[config.mk]
export PLATFORM = sky130hd
export DESIGN_NAME = fes_regbank
export DESIGN_NICKNAME = d
export VERILOG_FILES = /design/src/verilog/fes_pkg.sv /design/src/verilog/fes_regbank.sv /design/src/verilog/fes_sticky_flag.sv /design/src/verilog/fes_wipe_decode.sv
export VERILOG_INCLUDE_DIRS = /design/src /design/src/verilog
export SDC_FILE = /design/constraint.sdc
export NUM_CORES = 1
export LEC_CHECK = 0
export CAP_MARGIN = 0
export CORE_MARGIN = 1
export CORE_UTILIZATION = 35
export DETAILED_ROUTE_END_ITERATION = 7
export DONT_BUFFER_PORTS = 1
export GPL_TIMING_DRIVEN = 0
export MAX_ROUTING_LAYER = met4
export SYNTH_ARGS = -nofsm -noshare
export SYNTH_HDL_FRONTEND = slang
export SYNTH_HIERARCHICAL = 1
export SYNTH_SLANG_ARGS = --single-unit
[constraint.sdc]
create_clock -name sys_clk -period 1.4 [get_ports sys_clk]
set_input_delay 0.21 -clock sys_clk [delete_from_list [all_inputs] [get_ports sys_clk]]
set_output_delay 0.21 -clock sys_clk [all_outputs]
set_load 0.01 [all_outputs]
[src/verilog/fes_regs.svh]
`ifndef FES_REGS_SVH
`define FES_REGS_SVH

// ----------------------------------------
// Register addresses
// ----------------------------------------
`define FES_ADDR_WIPE_TRIGGER  8'h94
`define FES_ADDR_ROM_BYTE      8'h9E
`define FES_ADDR_ROM_COMMAND   8'h9F
`define FES_ADDR_STORE_CTRL    8'hB2
`define FES_ADDR_PAGE_SELECT   8'hB7
`define FES_ADDR_EVENT_FLAGS   8'hE8
`define FES_ADDR_RAW_IRQ       8'hF8

// ----------------------------------------
// Patterns, fields and reset values
// ----------------------------------------
`define FES_PAT_PAGE_WIPE      8'h55
`define FES_PAT_FULL_WIPE      8'hAA
`define FES_CTRL_PWE_BIT       0
`define FES_CTRL_ARM_BIT       1
`define FES_CTRL_SECURE_BIT    6
`define FES_CTRL_PREBOOT_BIT   7
`define FES_FLAG_XFER_BIT      0
`define FES_FLAG_TICK_BIT      1
`define FES_FLAG_CLKLOSS_BIT   7
`define FES_RST_BYTE           8'h00
`define FES_PAGE_MAX           8'h7F
`define FES_ROM_CMD_TRANSMIT   8'h01

`endif

[src/verilog/fes_pkg.sv]
// ----------------------------------------
// Shared types
// ----------------------------------------
package fes_pkg;
    // Erase request kind handed to the flash controller
    typedef enum logic [1:0]
    {
        FES_WIPE_NONE = 2'h0,
        FES_WIPE_PAGE = 2'h1,
        FES_WIPE_FULL = 2'h3
    } fes_wipe_t;
endpackage : fes_pkg

[src/verilog/fes_regbank.sv]
`include "fes_regs.svh"

module fes_regbank
    import fes_pkg::*;
#(
    parameter int PAGE_BITS = 7    // Page number width, pages 0..127
)
(
    input  wire logic             sys_clk,
    input  wire logic             rst_n,
    input  wire logic [7:0]       sfr_addr,
    input  wire logic [7:0]       sfr_wdata,
    input  wire logic             sfr_wr,
    input  wire logic             sfr_rd,
    output logic      [7:0]       sfr_rdata,
    input  wire logic             irq_global_en,
    input  wire logic             debug_en,
    input  wire logic             preboot_active,
    input  wire logic             flash_byte_done,
    input  wire logic             transfer_busy_event,
    input  wire logic             one_second_event,
    input  wire logic             clock_loss_event,
    input  wire logic [6:0]       ext_irq_lines,
    output fes_pkg::fes_wipe_t    wipe_start,
    output logic [PAGE_BITS-1:0]  wipe_page,
    output logic                  movx_to_flash,
    output logic                  secure_lock,
    output logic [7:0]            serial_rom_byte,
    output logic [7:0]            serial_rom_command,
    output logic                  rom_transmit_start,
    output logic                  watchdog_kick
);
    // ----------------------------------------
    // Address decode
    // ----------------------------------------
    // Every strobe is a plain compare of the full address byte.
    // No partial decode is used, so unmapped addresses in the same
    // neighbourhood never alias onto a register of this bank.
    // Writes are one-cycle pulses from the core; each strobe below is
    // therefore high for exactly the cycle in which the write is taken.
    // The strobes are combinational and are only ever consumed by the
    // clocked processes further down, so they never reach a pin.
    logic wr_trig;     // Write to wipe trigger
    logic wr_byte;     // Write to serial ROM byte
    logic wr_cmd;      // Write to serial ROM command
    logic wr_ctrl;     // Write to store control
    logic wr_page;     // Write to page select
    logic wr_flags;    // Write to flag register

    assign wr_trig  = sfr_wr & (sfr_addr == `FES_ADDR_WIPE_TRIGGER);
    assign wr_byte  = sfr_wr & (sfr_addr == `FES_ADDR_ROM_BYTE);
    assign wr_cmd   = sfr_wr & (sfr_addr == `FES_ADDR_ROM_COMMAND);
    assign wr_ctrl  = sfr_wr & (sfr_addr == `FES_ADDR_STORE_CTRL);
    assign wr_page  = sfr_wr & (sfr_addr == `FES_ADDR_PAGE_SELECT);
    assign wr_flags = sfr_wr & (sfr_addr == `FES_ADDR_EVENT_FLAGS);

    // ----------------------------------------
    // Storage
    // ----------------------------------------
    logic [PAGE_BITS-1:0] page_q;       // Page select value
    logic                 page_fresh_q; // Page written since last page erase
    logic                 pwe_q;        // Program write enable
    logic                 arm_q;        // Full wipe arm
    logic                 secure_q;     // Security lock
    logic [7:0]           rom_byte_q;   // Serial ROM byte
    logic [7:0]           rom_cmd_q;    // Serial ROM command
    logic                 tx_start_q;   // Transmit start pulse
    logic                 kick_q;       // Watchdog kick pulse
    logic [7:0]           rdata_q;      // Read data
    fes_wipe_t            wipe_kind;    // Decoded erase request
    fes_wipe_t            wipe_q;       // Registered erase start

    // ----------------------------------------
    // Erase decode
    // ----------------------------------------
    // The trigger byte is never stored: it is decoded in the cycle of
    // the write and turned into a one-cycle start request. Holding it
    // would risk a second start if the flash controller sampled late.
    // The decoder also sees the freshness of the page number and of the
    // arm bit, so a stale setup can never launch an erase on its own.
    // Limitation: software gets no indication that a pattern was refused;
    // it must check its setup writes itself before writing the trigger.
    // trigger has no storage
    fes_wipe_decode u_decode
    (
        .trig_wr    (wr_trig),
        .trig_data  (sfr_wdata),
        .page_fresh (page_fresh_q),
        .arm_fresh  (arm_q),
        .debug_en   (debug_en),
        .wipe_kind  (wipe_kind)
    );

    // ----------------------------------------
    // Page select and erase start
    // ----------------------------------------
    // Page number held; a page erase consumes its freshness.
    // The page number itself survives the erase and stays readable, but
    // the freshness bit drops, so the same number cannot be erased twice
    // without software writing it again. Only the low bits are stored;
    // the top bit of the byte always reads back as zero.
    // The start request is registered here so that the flash controller
    // sees a clean pulse one cycle after the trigger write.
    always_ff @(posedge sys_clk or negedge rst_n)
    begin
        if (!rst_n)
        begin
            page_q       <= '0;
            page_fresh_q <= 1'b0;
            wipe_q       <= FES_WIPE_NONE;
        end
        else
        begin
            wipe_q <= wipe_kind;
            if (wr_page)
            begin
                page_q       <= sfr_wdata[PAGE_BITS-1:0];
                page_fresh_q <= 1'b1;
            end
            else if (wipe_kind == FES_WIPE_PAGE)
                page_fresh_q <= 1'b0;
        end
    end

    // ----------------------------------------
    // Store control bits
    // ----------------------------------------
    // Flash write enable, mass arm and security.
    // A permitted software write to the enable bit beats the byte-done
    // pulse in the same cycle: the later intent of software is kept.
    // While interrupts are on, the enable bit ignores software entirely,
    // so an interrupt handler can never leave stores steered to flash.
    // The arm bit may be cleared by software at any time; a full erase
    // consumes it so that each mass erase needs its own fresh arming.
    // The security bit only ever rises; chip reset is its only clear.
    always_ff @(posedge sys_clk or negedge rst_n)
    begin
        if (!rst_n)
        begin
            pwe_q    <= 1'b0;
            arm_q    <= 1'b0;
            secure_q <= 1'b0;
        end
        else
        begin
            if (wr_ctrl && !irq_global_en)
                pwe_q <= sfr_wdata[`FES_CTRL_PWE_BIT];
            else if (flash_byte_done)
                pwe_q <= 1'b0;
            if (wr_ctrl)
                arm_q <= sfr_wdata[`FES_CTRL_ARM_BIT];
            else if (wipe_kind == FES_WIPE_FULL)
                arm_q <= 1'b0;
            if (wr_ctrl && sfr_wdata[`FES_CTRL_SECURE_BIT])
                secure_q <= 1'b1;
        end
    end

    // ----------------------------------------
    // Serial ROM registers
    // ----------------------------------------
    // Byte, command, and a start pulse on transmit command.
    // The byte register is written first by software; the command write
    // then launches the send, so the byte is already stable at the start.
    // The pulse lasts one cycle and is not repeated by later writes of
    // other command codes, which are only stored for the interface.
    always_ff @(posedge sys_clk or negedge rst_n)
    begin
        if (!rst_n)
        begin
            rom_byte_q <= `FES_RST_BYTE;
            rom_cmd_q  <= `FES_RST_BYTE;
            tx_start_q <= 1'b0;
        end
        else
        begin
            if (wr_byte)
                rom_byte_q <= sfr_wdata;
            if (wr_cmd)
                rom_cmd_q <= sfr_wdata;
            tx_start_q <= wr_cmd && (sfr_wdata == `FES_ROM_CMD_TRANSMIT);
        end
    end

    // ----------------------------------------
    // Event flags
    // ----------------------------------------
    logic flag_xfer;     // Transfer event flag
    logic flag_tick;     // Second tick flag
    logic flag_clkloss;  // Clock-loss flag
    logic [2:0] fl_set;  // Set events per flag
    logic [2:0] fl_clr;  // Clear requests per flag
    logic [2:0] fl_q;    // Flag values

    // Software writes the whole byte with ones everywhere except the
    // flags it wants to clear. A zero clears, a one keeps the flag.
    // Bits that hold no flag are ignored on write and read as zero.
    // Each flag is its own small sticky cell so that a hardware event
    // arriving in the same cycle as a clear is never lost.
    // zero bits clear, ones keep
    assign fl_set = {clock_loss_event, one_second_event, transfer_busy_event};
    assign fl_clr = {3{wr_flags}} & ~{sfr_wdata[`FES_FLAG_CLKLOSS_BIT],
                                      sfr_wdata[`FES_FLAG_TICK_BIT],
                                      sfr_wdata[`FES_FLAG_XFER_BIT]};

    genvar gi;
    generate
        for (gi = 0; gi < 3; gi++)
        begin : g_flag
            fes_sticky_flag u_flag
            (
                .sys_clk (sys_clk),
                .rst_n   (rst_n),
                .set_evt (fl_set[gi]),
                .clr_req (fl_clr[gi]),
                .flag_q  (fl_q[gi])
            );
        end
    endgenerate

    assign flag_xfer    = fl_q[0];
    assign flag_tick    = fl_q[1];
    assign flag_clkloss = fl_q[2];

    // Watchdog kick pulse on a one in bit 7.
    // Bit 7 has a split meaning: a zero clears the clock-loss flag and a
    // one restarts the watchdog. The usual all-ones write of the flag
    // register therefore also kicks the watchdog, which is intended.
    always_ff @(posedge sys_clk or negedge rst_n)
    begin
        if (!rst_n)
            kick_q <= 1'b0;
        else
            kick_q <= wr_flags & sfr_wdata[`FES_FLAG_CLKLOSS_BIT];
    end

    // ----------------------------------------
    // Read path
    // ----------------------------------------
    logic [7:0] rd_mux;   // Selected read value
    logic [7:0] ctrl_rd;  // Store control read view
    logic [7:0] flag_rd;  // Flag register read view
    logic [7:0] page_rd;  // Page select read view

    assign ctrl_rd = {preboot_active, secure_q, 4'h0, arm_q, pwe_q};
    assign flag_rd = {flag_clkloss, 5'h00, flag_tick, flag_xfer};
    assign page_rd = 8'(page_q);
    assign rd_mux  = (sfr_addr == `FES_ADDR_ROM_BYTE)    ? rom_byte_q :
                     (sfr_addr == `FES_ADDR_ROM_COMMAND) ? rom_cmd_q :
                     (sfr_addr == `FES_ADDR_STORE_CTRL)  ? ctrl_rd :
                     (sfr_addr == `FES_ADDR_PAGE_SELECT) ? page_rd :
                     (sfr_addr == `FES_ADDR_EVENT_FLAGS) ? flag_rd :
                     (sfr_addr == `FES_ADDR_RAW_IRQ)     ? {1'b0, ext_irq_lines} :
                     `FES_RST_BYTE;

    // Read data registered; trigger reads as zero.
    // The read value is captured on the read strobe and then held until
    // the next read, so the core may take it one cycle later at leisure.
    // The raw interrupt levels are captured as they stand in that cycle;
    // nothing is latched for them between reads.
    // Unmapped addresses return zero rather than a stale value.
    always_ff @(posedge sys_clk or negedge rst_n)
    begin
        if (!rst_n)
            rdata_q <= `FES_RST_BYTE;
        else if (sfr_rd)
            rdata_q <= rd_mux;
    end

    // ----------------------------------------
    // Outputs
    // ----------------------------------------
    // Every data output comes straight from a flip-flop, so the flash
    // and serial ROM controllers never see decode glitches.
    // The erase start, transmit start and watchdog kick are one-cycle
    // pulses; the rest are levels that stand until changed.
    assign sfr_rdata          = rdata_q;
    assign wipe_start         = wipe_q;
    assign wipe_page          = page_q;
    assign movx_to_flash      = pwe_q;
    assign secure_lock        = secure_q;
    assign serial_rom_byte    = rom_byte_q;
    assign serial_rom_command = rom_cmd_q;
    assign rom_transmit_start = tx_start_q;
    assign watchdog_kick      = kick_q;
endmodule : fes_regbank

[src/verilog/fes_sticky_flag.sv]
`include "fes_regs.svh"

// ----------------------------------------
// One sticky flag: set wins over clear
// ----------------------------------------
module fes_sticky_flag
(
    input  wire logic sys_clk,
    input  wire logic rst_n,
    input  wire logic set_evt,
    input  wire logic clr_req,
    output logic      flag_q
);
    logic flag_d; // Next flag value

    // Hardware event beats a simultaneous software clear
    assign flag_d = set_evt | (flag_q & ~clr_req);

    // Flag storage
    always_ff @(posedge sys_clk or negedge rst_n)
    begin
        if (!rst_n)
            flag_q <= 1'b0;
        else
            flag_q <= flag_d;
    end
endmodule : fes_sticky_flag

[src/verilog/fes_wipe_decode.sv]
`include "fes_regs.svh"

// ----------------------------------------
// Wipe trigger pattern decoder
// ----------------------------------------
module fes_wipe_decode
    import fes_pkg::*;
(
    input  wire logic             trig_wr,
    input  wire logic [7:0]       trig_data,
    input  wire logic             page_fresh,
    input  wire logic             arm_fresh,
    input  wire logic             debug_en,
    output fes_pkg::fes_wipe_t    wipe_kind
);
    logic is_page; // Page pattern seen with a fresh page number
    logic is_full; // Full pattern seen, armed, debug open

    assign is_page = trig_wr & (trig_data == `FES_PAT_PAGE_WIPE) & page_fresh;
    assign is_full = trig_wr & (trig_data == `FES_PAT_FULL_WIPE) & arm_fresh & debug_en;
    assign wipe_kind = is_full ? FES_WIPE_FULL : (is_page ? FES_WIPE_PAGE : FES_WIPE_NONE);
endmodule : fes_wipe_decode
# --- Word-level counts from Yosys, hierarchy flattened ---
# Cells that the tools add are included.
totals:
  ramBits: 0
  out_inout_bits: 37
  romBits: 0
  word_cells: 70
  reg_bits: 42
  latchBits: 0
  memories: 0
classes:
  bitwise: 23
  n_eq_ne: 12
  reduce_logical: 7
  magnitude_cmp: 0
  addsub: 0
  n_div: 0
  muxes: 14
  mul: 0
  n_shift: 0
op_table:
  columns: ["cell", "count"]
  rows:
  - ["== test 8 bit, second input constant", 8]
  - ["two-way mux 8 bit", 5]
  - ["AND 1 bit", 15]
  - ["== test 8 x 1 -> 1 bit, second input constant", 1]
  - ["== test 8 x 7 -> 1 bit, second input constant", 1]
  - ["two-way mux 1 bit", 7]
  - ["two-way mux 7 bit", 1]
  - ["nonzero test 2 bit", 3]
  - ["AND 3 bit", 1]
  - ["logical AND 1 bit", 3]
  - ["NOT 1 bit", 3]
  - ["NOT 3 bit", 1]
  - ["OR 1 bit", 3]
  - ["== test 2 x 1 -> 1 bit, second input constant", 1]
  - ["== test 2 bit, second input constant", 1]
  - ["two-way mux 2 bit", 1]
  - ["logical NOT 1 bit", 1]

# --- Depth between registers and ports, before layout ---
# Gate-level depths: netlist of the first run.
depth:
  word_depth: 9
  mapped_depth: 11
  depth_no_buf: 10

# --- Modules after synthesis ---
# Netlist of the first run, hierarchy kept.
by_module_without_submodules:
  columns: ["module", "cells_each", "area_each_um2", "n_inst", "seq_area_each_um2"]
  rows:
  - ["fes_regbank", 182, 2058.2, 1, 975.9]
  - ["fes_sticky_flag", 3, 36.3, 3, 25.0]
  - ["fes_wipe_decode", 8, 81.3, 1, 0.0]

# --- Worst setup path after synthesis of the first run ---
# OpenSTA, ideal clock, no wires.
synth_path:
  kind: "input to register"
  from: "input port sfr_addr[0]"
  to: "register page_fresh_q"
  arrival_ps: 1797
  t_required_ps: 1277
  setup_slack_ps: -520
  path_stages: 11
  path_buffers: 2
  path_cell_list: "buf_4 -> buf_2 -> nor2_1 -> nand3_1 -> nor4b_1 -> nand4b_1 -> nor3_4 -> a41o_1 -> inv_1 -> o21ai_0 -> nand2_1"
synth_between:
  elab_chain_cells: 8
  word_cells_on_any_way: 14
synth_rtl:
  columns: ["element", "line_no", "source"]
  rows:
  - ["from (decl)", "fes_regbank.sv:11", "input wire logic [7:0] sfr_addr,"]
  - ["== test 8 bit (no source line)", null, null]
  - ["AND 1 bit", "fes_regbank.sv:50", "assign wr_trig = sfr_wr & (sfr_addr == `FES_ADDR_WIPE_TRIGGER);"]
  - ["named net wr_trig", "fes_regbank.sv:43", "logic wr_trig;"]
  - ["AND 1 bit (3 in a row)", "fes_wipe_decode.sv:20", "assign is_full = trig_wr & (trig_data == `FES_PAT_FULL_WIPE) & arm_fresh & debug_en;"]
  - ["named net u_decode.is_full", "fes_wipe_decode.sv:17", "logic is_full;"]
  - ["two-way mux 2 bit", "fes_wipe_decode.sv:21", "assign wipe_kind = is_full ? FES_WIPE_FULL : (is_page ? FES_WIPE_PAGE : FES_WIPE_NONE);"]
  - ["named net wipe_kind[0]", "fes_regbank.sv:70", "fes_wipe_t wipe_kind;"]
  - ["== test 2 x 1 -> 1 bit", "fes_regbank.sv:120", "else if (wipe_kind == FES_WIPE_PAGE)"]
  - ["nonzero test 2 bit (no source line)", null, null]
  - ["to (signal assigned)", "fes_regbank.sv:109", "page_fresh_q <= 1'b0;"]
  - ["to (signal assigned)", "fes_regbank.sv:118", "page_fresh_q <= 1'b1;"]
  - ["to (signal assigned)", "fes_regbank.sv:121", "page_fresh_q <= 1'b0;"]
  - ["to (decl)", "fes_regbank.sv:61", "logic page_fresh_q;"]
# The timed path passes the listed nets, and every way through them passes these cells.
# A chain may end at the register's enable or synchronous reset.

# --- Worst setup path after layout of the first run ---
# Ends and elaborated chain as after synthesis.

==> flow_metrics.tcl, run 1 <==
set metrics [dict create \
    grt_pass1_wl_mm 9.57 \
    final_cells 290 \
    placed_cells 274 \
    via_per_inst 5.86 \
    antenna_left 0 \
    io_pins 71 \
    leakagePower_nw 1.17 \
    start_util 0.371 \
    diodes 0 \
    die_w_um 82.2 \
    drt-initial-drc-count 97 \
    fin_worst_skew_ns 0.00798 \
    drcViolationCount 0 \
    fill_cells 600 \
    met1_usage 0.254 \
    grt_use_met2 0.312 \
    final_common_cell "dfrtp_1" \
    grt_most_used_layer "met2" \
    gp_congestion 0.792 \
    path_clk_slew_ns 0.08 \
    cts_root_buf "clkbuf_8" \
    clkLatencyLatePin_ns 0.30 \
    cts_tree "done" \
    crit_fanout 3 \
    path_cells "buf_16 -> nor2_4 -> nand3_2 -> nor4b_4 -> nand4b_1 -> nor3_4 -> a41o_1 -> inv_1 -> o21ai_1 -> nand2_1" \
    drive_gt1_frac 0.312 \
    peakVddDrop_mv 0.627 \
    min_period_ns 1.40 \
    seq_area_um2 1050 \
    die_area_um2 6750 \
    ys_seq_area_frac 0.467 \
    synth_seq_cells 42 \
    area_growth_pct 16.2 \
    hold_ws_ns 0.00678 \
    p_per_area_nw_per_um2 980 \
    yosysWarnings 6 \
    cpMaxStageDelayCell "nor4b_4" \
    fp-row-count 28 \
    grt_usage 0.201 \
    cts_sinks 42 \
    critical_path_class "in -> reg" \
    place_worst_setup_slack_ns -0.569 \
    drt-pass1-iter-count 4 \
    cts_buffers 5 \
    grt_pass1_vias 1755 \
    globalRouteMet3Util 0.0615 \
    final_cell_mix "dfrtp_1 (42), nand2_1 (16), inv_1 (11), o21ai_0 (11), mux2_2 (10)" \
    antenna_found_initial 0 \
    min_path_type "in -> reg" \
    slew_headroom 0.658 \
    post-route-period-util 1.00 \
    max_stage_delay_ns 0.26 \
    rsz0062_at_grt "yes" \
    core_area_um2 6060 \
    crit_buf_inv 2 \
    hpwl_mm 4.43 \
    postSynthAreaPerCell_um2 11.3 \
    status "finished, violations left" \
    cap_violations 0 \
    fmax_ghz 0.713 \
    setup_viol 1 \
    path_delay_family "simple AND/OR/NAND/NOR gates" \
    startpoint_type "primary input" \
    violations "setup timing" \
    grt-ovfl-total 0 \
    synth_fp_nets 233 \
    synthArstFlopShare 1.00 \
    routed_wl_mm 6.15 \
    maxSlewViolCount 0 \
    nets 249 \
    rrSetupSlack_ns 0.07 \
    wire_per_inst_um 21.2 \
    htreeDepth 2 \
    synth_top_flop_cell "dfrtp_1" \
    io_buffers 0 \
    worstMarginPinSlew_ns 0.511 \
    arrival_ns 1.58 \
    cp.required_ns 1.58 \
    syn_inst 199 \
    vias 1698 \
    hold_viol_final 0 \
    die_h_um 82.2 \
    cp-end-kind "flop" \
    netlist_area_um2 2250 \
    clockBufferDepth 2 \
    multi_input_area_um2 1170 \
    grt_max_degree 43 \
    synth_edf_count 0 \
    fin_ws_ns -0.00165 \
    ys_types 54 \
]
[metrics by stage]
| stage | utilization | power, mW | setup TNS, ns | area (µm²) |
|---|---|---|---|---|
| after global placement | 0.394 | 1.54 | -5.84 | 2390 |
| after CTS | 0.427 | 2.58 | -0.0190 | 2590 |
| after floorplan | - | 1.50 | -0.678 | 2290 |
| after global routing | 0.431 | 2.67 | -0.225 | 2610 |
| after detailed placement | 0.394 | 1.55 | -5.96 | 2390 |
| final | 0.431 | 2.56 | -0.00165 | 2610 |
[logic make-up (layout without fill, tap and decap cells)]
kind of cell,after synthesis,after routing,synth area share
flip-flops,42,42,0.467
AND/OR/NAND/NOR,71,72,0.228
buffers and inverters,18,33,0.0378
AO/OA/AOI/OAI,49,49,0.156
multiplexers,19,19,0.110
[report_power, final]
group	internal [mW]	total [mW]	switching (mW)
combinational	0.115	0.229	0.114
sequential	1.26	1.34	0.0739
clock	0.571	0.994	0.423
[flip-flops by register name (all words and copies together) (netlist names)]
signal	cells
watchdog_kick	1
wipe_start	2
arm_q	1
secure_lock	1
movx_to_flash	1
g_flag.u_flag/flag_q	3
serial_rom_command	8
serial_rom_byte	8
page_fresh_q	1
rom_transmit_start	1
sfr_rdata	8
wipe_page	7
[per-layer routing]
metal | vias to the layer above | routed length, µm
li1 | 776 | -
met2 | 63 | 2970
met5 | - | 0
met4 | 0 | 78
met1 | 850 | 2650
met3 | 9 | 456
[synth_stat cells (all sizes together) (3+ instances only)]
library cell | n | area [µm²]
a21o | 3 | 22.5
a21oi | 5 | 28.8
a22oi | 4 | 30.0
buf | 5 | 36.3
dfrtp | 42 | 1050
inv | 11 | 41.3
mux2 | 19 | 248
nand2 | 20 | 87.6
nand2b | 4 | 25.0
nand3 | 7 | 35.0
nand3b | 3 | 35.0
nand4b | 3 | 41.3
nor2 | 11 | 51.3
nor2b | 3 | 18.8
nor3 | 3 | 48.8
nor4 | 3 | 48.8
o211ai | 4 | 30.0
o21ai | 13 | 65.1
o221a | 4 | 45.0
o22ai | 3 | 18.8
[area by class of cell]
cell class,count,area share
Timing Repair Buffer,9,0.0316
Clock buffer,6,0.0316
Buffer,6,0.0225
Sequential cell,42,0.402
Inverter,11,0.0158
Tap cell,75,0.0359
Multi-Input combinational cell,140,0.449
Clock inverter,1,0.0115
[repair_timing]
action | 4_1_cts | 5_1_grt
gates cloned | 0 | 1
hold buffers | 2 | 0
setup endpoints to repair | 3 | 5
pin swaps | 7 | 3
setup buffers | 5 | 2
endpoints found under the hold margin | 42 | 0
gates resized for setup | 5 | 1
[final timing paths]
kind	from	to	cells after the start
max in group asynchronous	rst_n	g_flag[1].u_flag/flag_q	2
max reg2reg	g_flag[0].u_flag/flag_q	sfr_rdata[0]	4
max	sfr_addr[0]	page_fresh_q	10
min	clock_loss_event	g_flag[2].u_flag/flag_q	1
min in group asynchronous	rst_n	serial_rom_command[1]	2
min reg2reg	g_flag[0].u_flag/flag_q	g_flag[0].u_flag/flag_q	1
(Power assumes the default switching activity.)
==> run 2, diff against run 1 <==
==> constraint.sdc (replaced) <==
create_clock -name sys_clk -period 1.2 [get_ports sys_clk]
set_input_delay 0.18 -clock sys_clk [delete_from_list [all_inputs] [get_ports sys_clk]]
set_output_delay 0.18 -clock sys_clk [all_outputs]
set_load 0.05 [all_outputs]
==> run 2 against run 1 <==
The flow still finishes with violations (setup timing). Largest cell class unchanged. Register-to-register slack worse by 0.23 ns. Hold slack worse by 0.0018 ns. Combinational power is 46% higher. Sequential share of layout area is 3.6 points lower. Count of clock-buffer cells in the layout stayed put.
==> flow_metrics.tcl, run 2 (synthesis results as in run 1) <==
set metrics [dict create \
    violations "setup timing" \
    final_common_cell "dfrtp_1" \
    grt_pass1_wl_mm 9.83 \
    fp-row-count 28 \
    die_w_um 82.2 \
    routed_wl_mm 6.47 \
    antenna_left 0 \
    drcViolationCount 0 \
    drt-pass1-iter-count 4 \
    status "finished, violations left" \
    clockBufferDepth 2 \
    fmax_ghz 0.681 \
    post-route-period-util 1.22 \
    place_worst_setup_slack_ns -0.682 \
    p_total_mw 3.05 \
    antenna_found_initial 0 \
    io_pins 71 \
    final_cells 304 \
    grt_pass1_vias 1755 \
    seq_area_um2 1060 \
    cts_buffers 5 \
    core_area_um2 6060 \
    wire_per_inst_um 21.3 \
    placed_cells 274 \
    drive_gt1_frac 0.472 \
    critical_path_class "in -> reg" \
    cts_root_buf "clkbuf_8" \
    io_buffers 0 \
    max_stage_delay_ns 0.25 \
    crit_fanout 3 \
    fin_worst_skew_ns 0.00405 \
    drt-initial-drc-count 114 \
    cts_tree "done" \
    multi_input_area_um2 1320 \
    maxSlewViolCount 0 \
    start_util 0.371 \
    hold_ws_ns 0.00502 \
    fill_cells 548 \
    die_area_um2 6750 \
    path_delay_family "simple AND/OR/NAND/NOR gates" \
    worstMarginPinSlew_ns 0.561 \
    gp_congestion 0.812 \
    hpwl_mm 4.47 \
    min_period_ns 1.47 \
    clkLatencyLatePin_ns 0.30 \
    leakagePower_nw 1.24 \
    slew_headroom 0.626 \
    nets 262 \
    grt-ovfl-total 0 \
    path_cells "buf_12 -> buf_8 -> nor2_4 -> nand3_2 -> nor4b_4 -> nand4b_1 -> nor3_4 -> buf_4 -> buf_6 -> nand2_1 -> nand3_1 -> o21ai_1" \
    setup_viol 19 \
    startpoint_type "primary input" \
    via_per_inst 5.76 \
    p_per_area_nw_per_um2 1050 \
    htreeDepth 2 \
    grt_max_degree 43 \
    vias 1750 \
    final_cell_mix "dfrtp_1 (31), nand2_1 (16), mux2_4 (16)" \
    rsz0062_at_grt "yes" \
    grt_usage 0.210 \
    hold_viol_final 0 \
    cts_sinks 42 \
    cpMaxStageDelayCell "nor4b_4" \
    fin_ws_ns -0.269 \
    min_path_type "in -> reg" \
    peakVddDrop_mv 0.462 \
    area_growth_pct 29.4 \
    diodes 0 \
    arrival_ns 1.66 \
    cap_violations 0 \
    die_h_um 82.2 \
    path_clk_slew_ns 0.08 \
    cp-end-kind "flop" \
    crit_buf_inv 4 \
    cp.required_ns 1.39 \
]
[run 2: changes by cell type in the layout (fill, tap and decap cells not counted), moves of 7 or more]
cell	change
mux2_4	+7
mux2_2	-7
dfrtp_2	+11
dfrtp_1	-11
[run 2: routing by layer]
metal | GRT usage | part of all wire | up-vias
met1 | 0.261 | 0.43 | 876
met3 | 0.0692 | 0.073 | 8
met4 | 0.0596 | 0.014 | 0
met2 | 0.324 | 0.48 | 67
met5 | - | 0 | -
li1 | - | - | 799
[run 2: repair_timing]
| action | CTS | global route |
|---|---|---|
| endpoints found under the setup margin | 19 | 31 |
| gates resized for setup | 15 | 19 |
| pin swaps | 21 | 15 |
| buffers inserted | 5 | 9 |
| hold buffers | 6 | 0 |
| endpoints found under the hold margin | 46 | 0 |
| gates cloned | 1 | 1 |
[run 2: metrics by stage]
stage | utilization | TNS, ns | area [µm²]
detailed placement | 0.403 | -9.91 | 2440
finish | 0.480 | -2.37 | 2910
CTS | 0.455 | -1.72 | 2760
global placement | 0.403 | -9.81 | 2440
global route | 0.480 | -3.75 | 2910
floorplan | - | -3.27 | 2350
[run 2: where the power goes]
part           internal, mW  switching [mW]
combinational         0.178           0.157
sequential             1.47           0.266
clock                 0.463           0.513
[run 2: layout make-up]
| class | count | share of cell area |
|---|---|---|
| Sequential cell | 42 | 0.366 |
| Timing Repair Buffer | 20 | 0.0753 |
| Multi-Input combinational cell | 141 | 0.452 |
| Buffer | 7 | 0.0275 |
| Inverter | 11 | 0.0142 |
| Clock inverter | 2 | 0.00430 |
| Clock buffer | 6 | 0.0284 |
| Tap cell | 75 | 0.0323 |
[run 2: final timing paths]
| path | depth (start not counted) | startpoint | slack (ns) | endpoint |
|---|---|---|---|---|
| max | 12 | sfr_addr[0] | -0.27 | arm_q |
| min | 2 | sfr_wdata[1] | 0.005 | serial_rom_command[1] |
| max reg2reg | 4 | serial_rom_command[7] | -0.16 | sfr_rdata[7] |
| min reg2reg | 2 | page_fresh_q | 0.49 | page_fresh_q |
| max in group asynchronous | 2 | rst_n | 0.60 | serial_rom_command[0] |
| min in group asynchronous | 2 | rst_n | 0.37 | wipe_page[0] |
==> run 3, diff against run 2 <==
==> constraint.sdc (replaced) <==
create_clock -name sys_clk -period 1.2 [get_ports sys_clk]
set_input_delay 0.12 -clock sys_clk [delete_from_list [all_inputs] [get_ports sys_clk]]
set_output_delay 0.12 -clock sys_clk [all_outputs]
set_load 0.05 [all_outputs]
==> run 3 against run 2 <==
Critical path depth down 1. Highest routed layer unchanged. The flow still finishes with violations (setup timing). Global-route usage up 0.73 points. Clock skew up 0.0038 ns. Final cell count up 0.66%. Critical endpoint is now page_fresh_q.
==> flow_metrics.tcl, run 3 (synthesis results as in run 1) <==
set metrics [dict create \
    grt_usage 0.217 \
    grt_most_used_layer "met2" \
    seq_area_um2 1060 \
    path_clk_slew_ns 0.08 \
    cp.required_ns 1.39 \
    hold_path_depth 3 \
    min_period_ns 1.41 \
    clockBufferDepth 2 \
    grt_pass1_vias 1727 \
    arrival_ns 1.60 \
    p_per_area_nw_per_um2 1130 \
    fin_worst_skew_ns 0.00789 \
    comb_power_share 0.105 \
    post-route-period-util 1.18 \
    globalRouteMet3Util 0.0549 \
    drive_gt1_frac 0.407 \
    regToRegStartpoint "secure_lock" \
    status "finished, violations left" \
    hp-start "sfr_wdata[7]" \
    cts_root_buf "clkbuf_8" \
    violations "setup timing" \
    wire_per_inst_um 21.6 \
    antenna_found_initial 0 \
    final_cell_mix "dfrtp_1 (31), nand2_1 (17), mux2_4 (16)" \
    setup_viol 10 \
    drcViolationCount 0 \
    diodes 0 \
    die_h_um 82.2 \
    start_util 0.371 \
    switching_share 0.288 \
    min_path_type "in -> reg" \
    r2r_cells 2 \
    io_pins 71 \
    final_common_cell "dfrtp_1" \
    cts_buffers 5 \
    fin_ws_ns -0.214 \
    maxSlewViolCount 0 \
    peakVddDrop_mv 0.480 \
    die_w_um 82.2 \
    via_per_inst 5.78 \
    power.switching_mw 0.944 \
    worst_r2r_endpoint "sfr_rdata[6]" \
    core_area_um2 6060 \
    hold_ws_ns 0.0138 \
    cts_sinks 42 \
    cts_tree "done" \
    worstMarginPinSlew_ns 0.571 \
    gp_congestion 0.828 \
    nets 264 \
    antenna_left 0 \
    routed_wl_mm 6.60 \
    leakagePower_nw 1.25 \
    fill_cells 558 \
    seq_power_share 0.531 \
    hold_viol_final 0 \
    p_int_mw 2.34 \
    htreeDepth 2 \
    cap_violations 0 \
    grt_use_met2 0.336 \
    fin_area_um2 2900 \
    min_to "g_flag[2].u_flag/flag_q" \
    tns_ns -0.847 \
    drt-initial-drc-count 101 \
    fmax_ghz 0.707 \
    p_total_mw 3.28 \
    crit_fanout 3 \
    area_growth_pct 29.0 \
    grt_pass1_wl_mm 10.0 \
    drt-pass1-iter-count 4 \
    rrSetupSlack_ns -0.13 \
    met1_usage 0.275 \
    multi_input_area_um2 1260 \
    slew_headroom 0.619 \
    clkLatencyLatePin_ns 0.30 \
    startpoint_type "primary input" \
    fp-row-count 28 \
    die_area_um2 6750 \
    vias 1768 \
    grt_max_degree 43 \
    io_buffers 0 \
    place_area_um2 2440 \
    hpwl_mm 4.44 \
    critical_path_class "in -> reg" \
    grt-ovfl-total 0 \
    rsz0062_at_grt "yes" \
    power_frac_clock 0.364 \
    cp-end-kind "flop" \
]
[run 3: worst max path at each step]
| stage | slack (ns) | start | cells after the start | to |
|---|---|---|---|---|
| finish | -0.21 | sfr_addr[0] | 11 | page_fresh_q |
| global route | -0.32 | sfr_addr[0] | 11 | page_fresh_q |
| CTS | -0.20 | sfr_addr[0] | 11 | page_fresh_q |
| detailed placement | -0.70 | sfr_addr[7] | 10 | page_fresh_q |
| global placement | -0.66 | sfr_addr[7] | 10 | page_fresh_q |
| floorplan | -0.41 | sfr_addr[0] | 11 | page_fresh_q |
[run 3: power by group through the flow]
stage | sequential (mW) | clock [mW] | combinational [mW]
after floorplan | 1.75 | 0 | 0.194
after global placement | 1.77 | 0 | 0.220
after detailed placement | 1.77 | 0 | 0.223
after CTS | 1.74 | 1.20 | 0.342
after global routing | 1.75 | 1.26 | 0.377
final | 1.74 | 1.19 | 0.346
[run 3: final cells by class]
cell class / instances / share of cell area
Timing Repair Buffer: 24 / 0.0863
Sequential cell: 42 / 0.367
Clock inverter: 1 / 0.0104
Multi-Input combinational cell: 139 / 0.434
Clock buffer: 7 / 0.0298
Inverter: 11 / 0.0142
Buffer: 7 / 0.0263
Tap cell: 75 / 0.0324
[run 3: metal layers]
metal | routed length (µm) | part of all wire
met1 | 2940 | 0.45
met2 | 3240 | 0.49
met3 | 291 | 0.044
met4 | 131 | 0.020
met5 | 0 | 0
[run 3: stage by stage]
| stage | cells | setup slack [ns] | utilization |
|---|---|---|---|
| 2_1_floorplan | 199 | -0.411 | - |
| 3_3_place_gp | 274 | -0.659 | 0.403 |
| 3_5_place_dp | 274 | -0.702 | 0.403 |
| 4_1_cts | 302 | -0.205 | 0.471 |
| 5_1_grt | 306 | -0.321 | 0.479 |
| 6_report | 306 | -0.214 | 0.479 |
[run 3: what timing repair did]
action | CTS | global route
pin swaps | 16 | 9
hold buffers | 14 | 0
endpoints found under the setup margin | 12 | 28
resized for setup | 17 | 2
hold endpoints to repair | 68 | 0
setup buffers | 6 | 4
gates cloned | 0 | 0
[run 3: critical path, stage by stage]
cell	delay (ns)
buf_12	0.10
buf_8	0.11
nor2_4	0.08
nand3_2	0.10
nor4b_4	0.29
nand4b_1	0.20
nor3_4	0.21
a41o_1	0.15
inv_1	0.05
o21ai_1	0.11
nand2_1	0.07
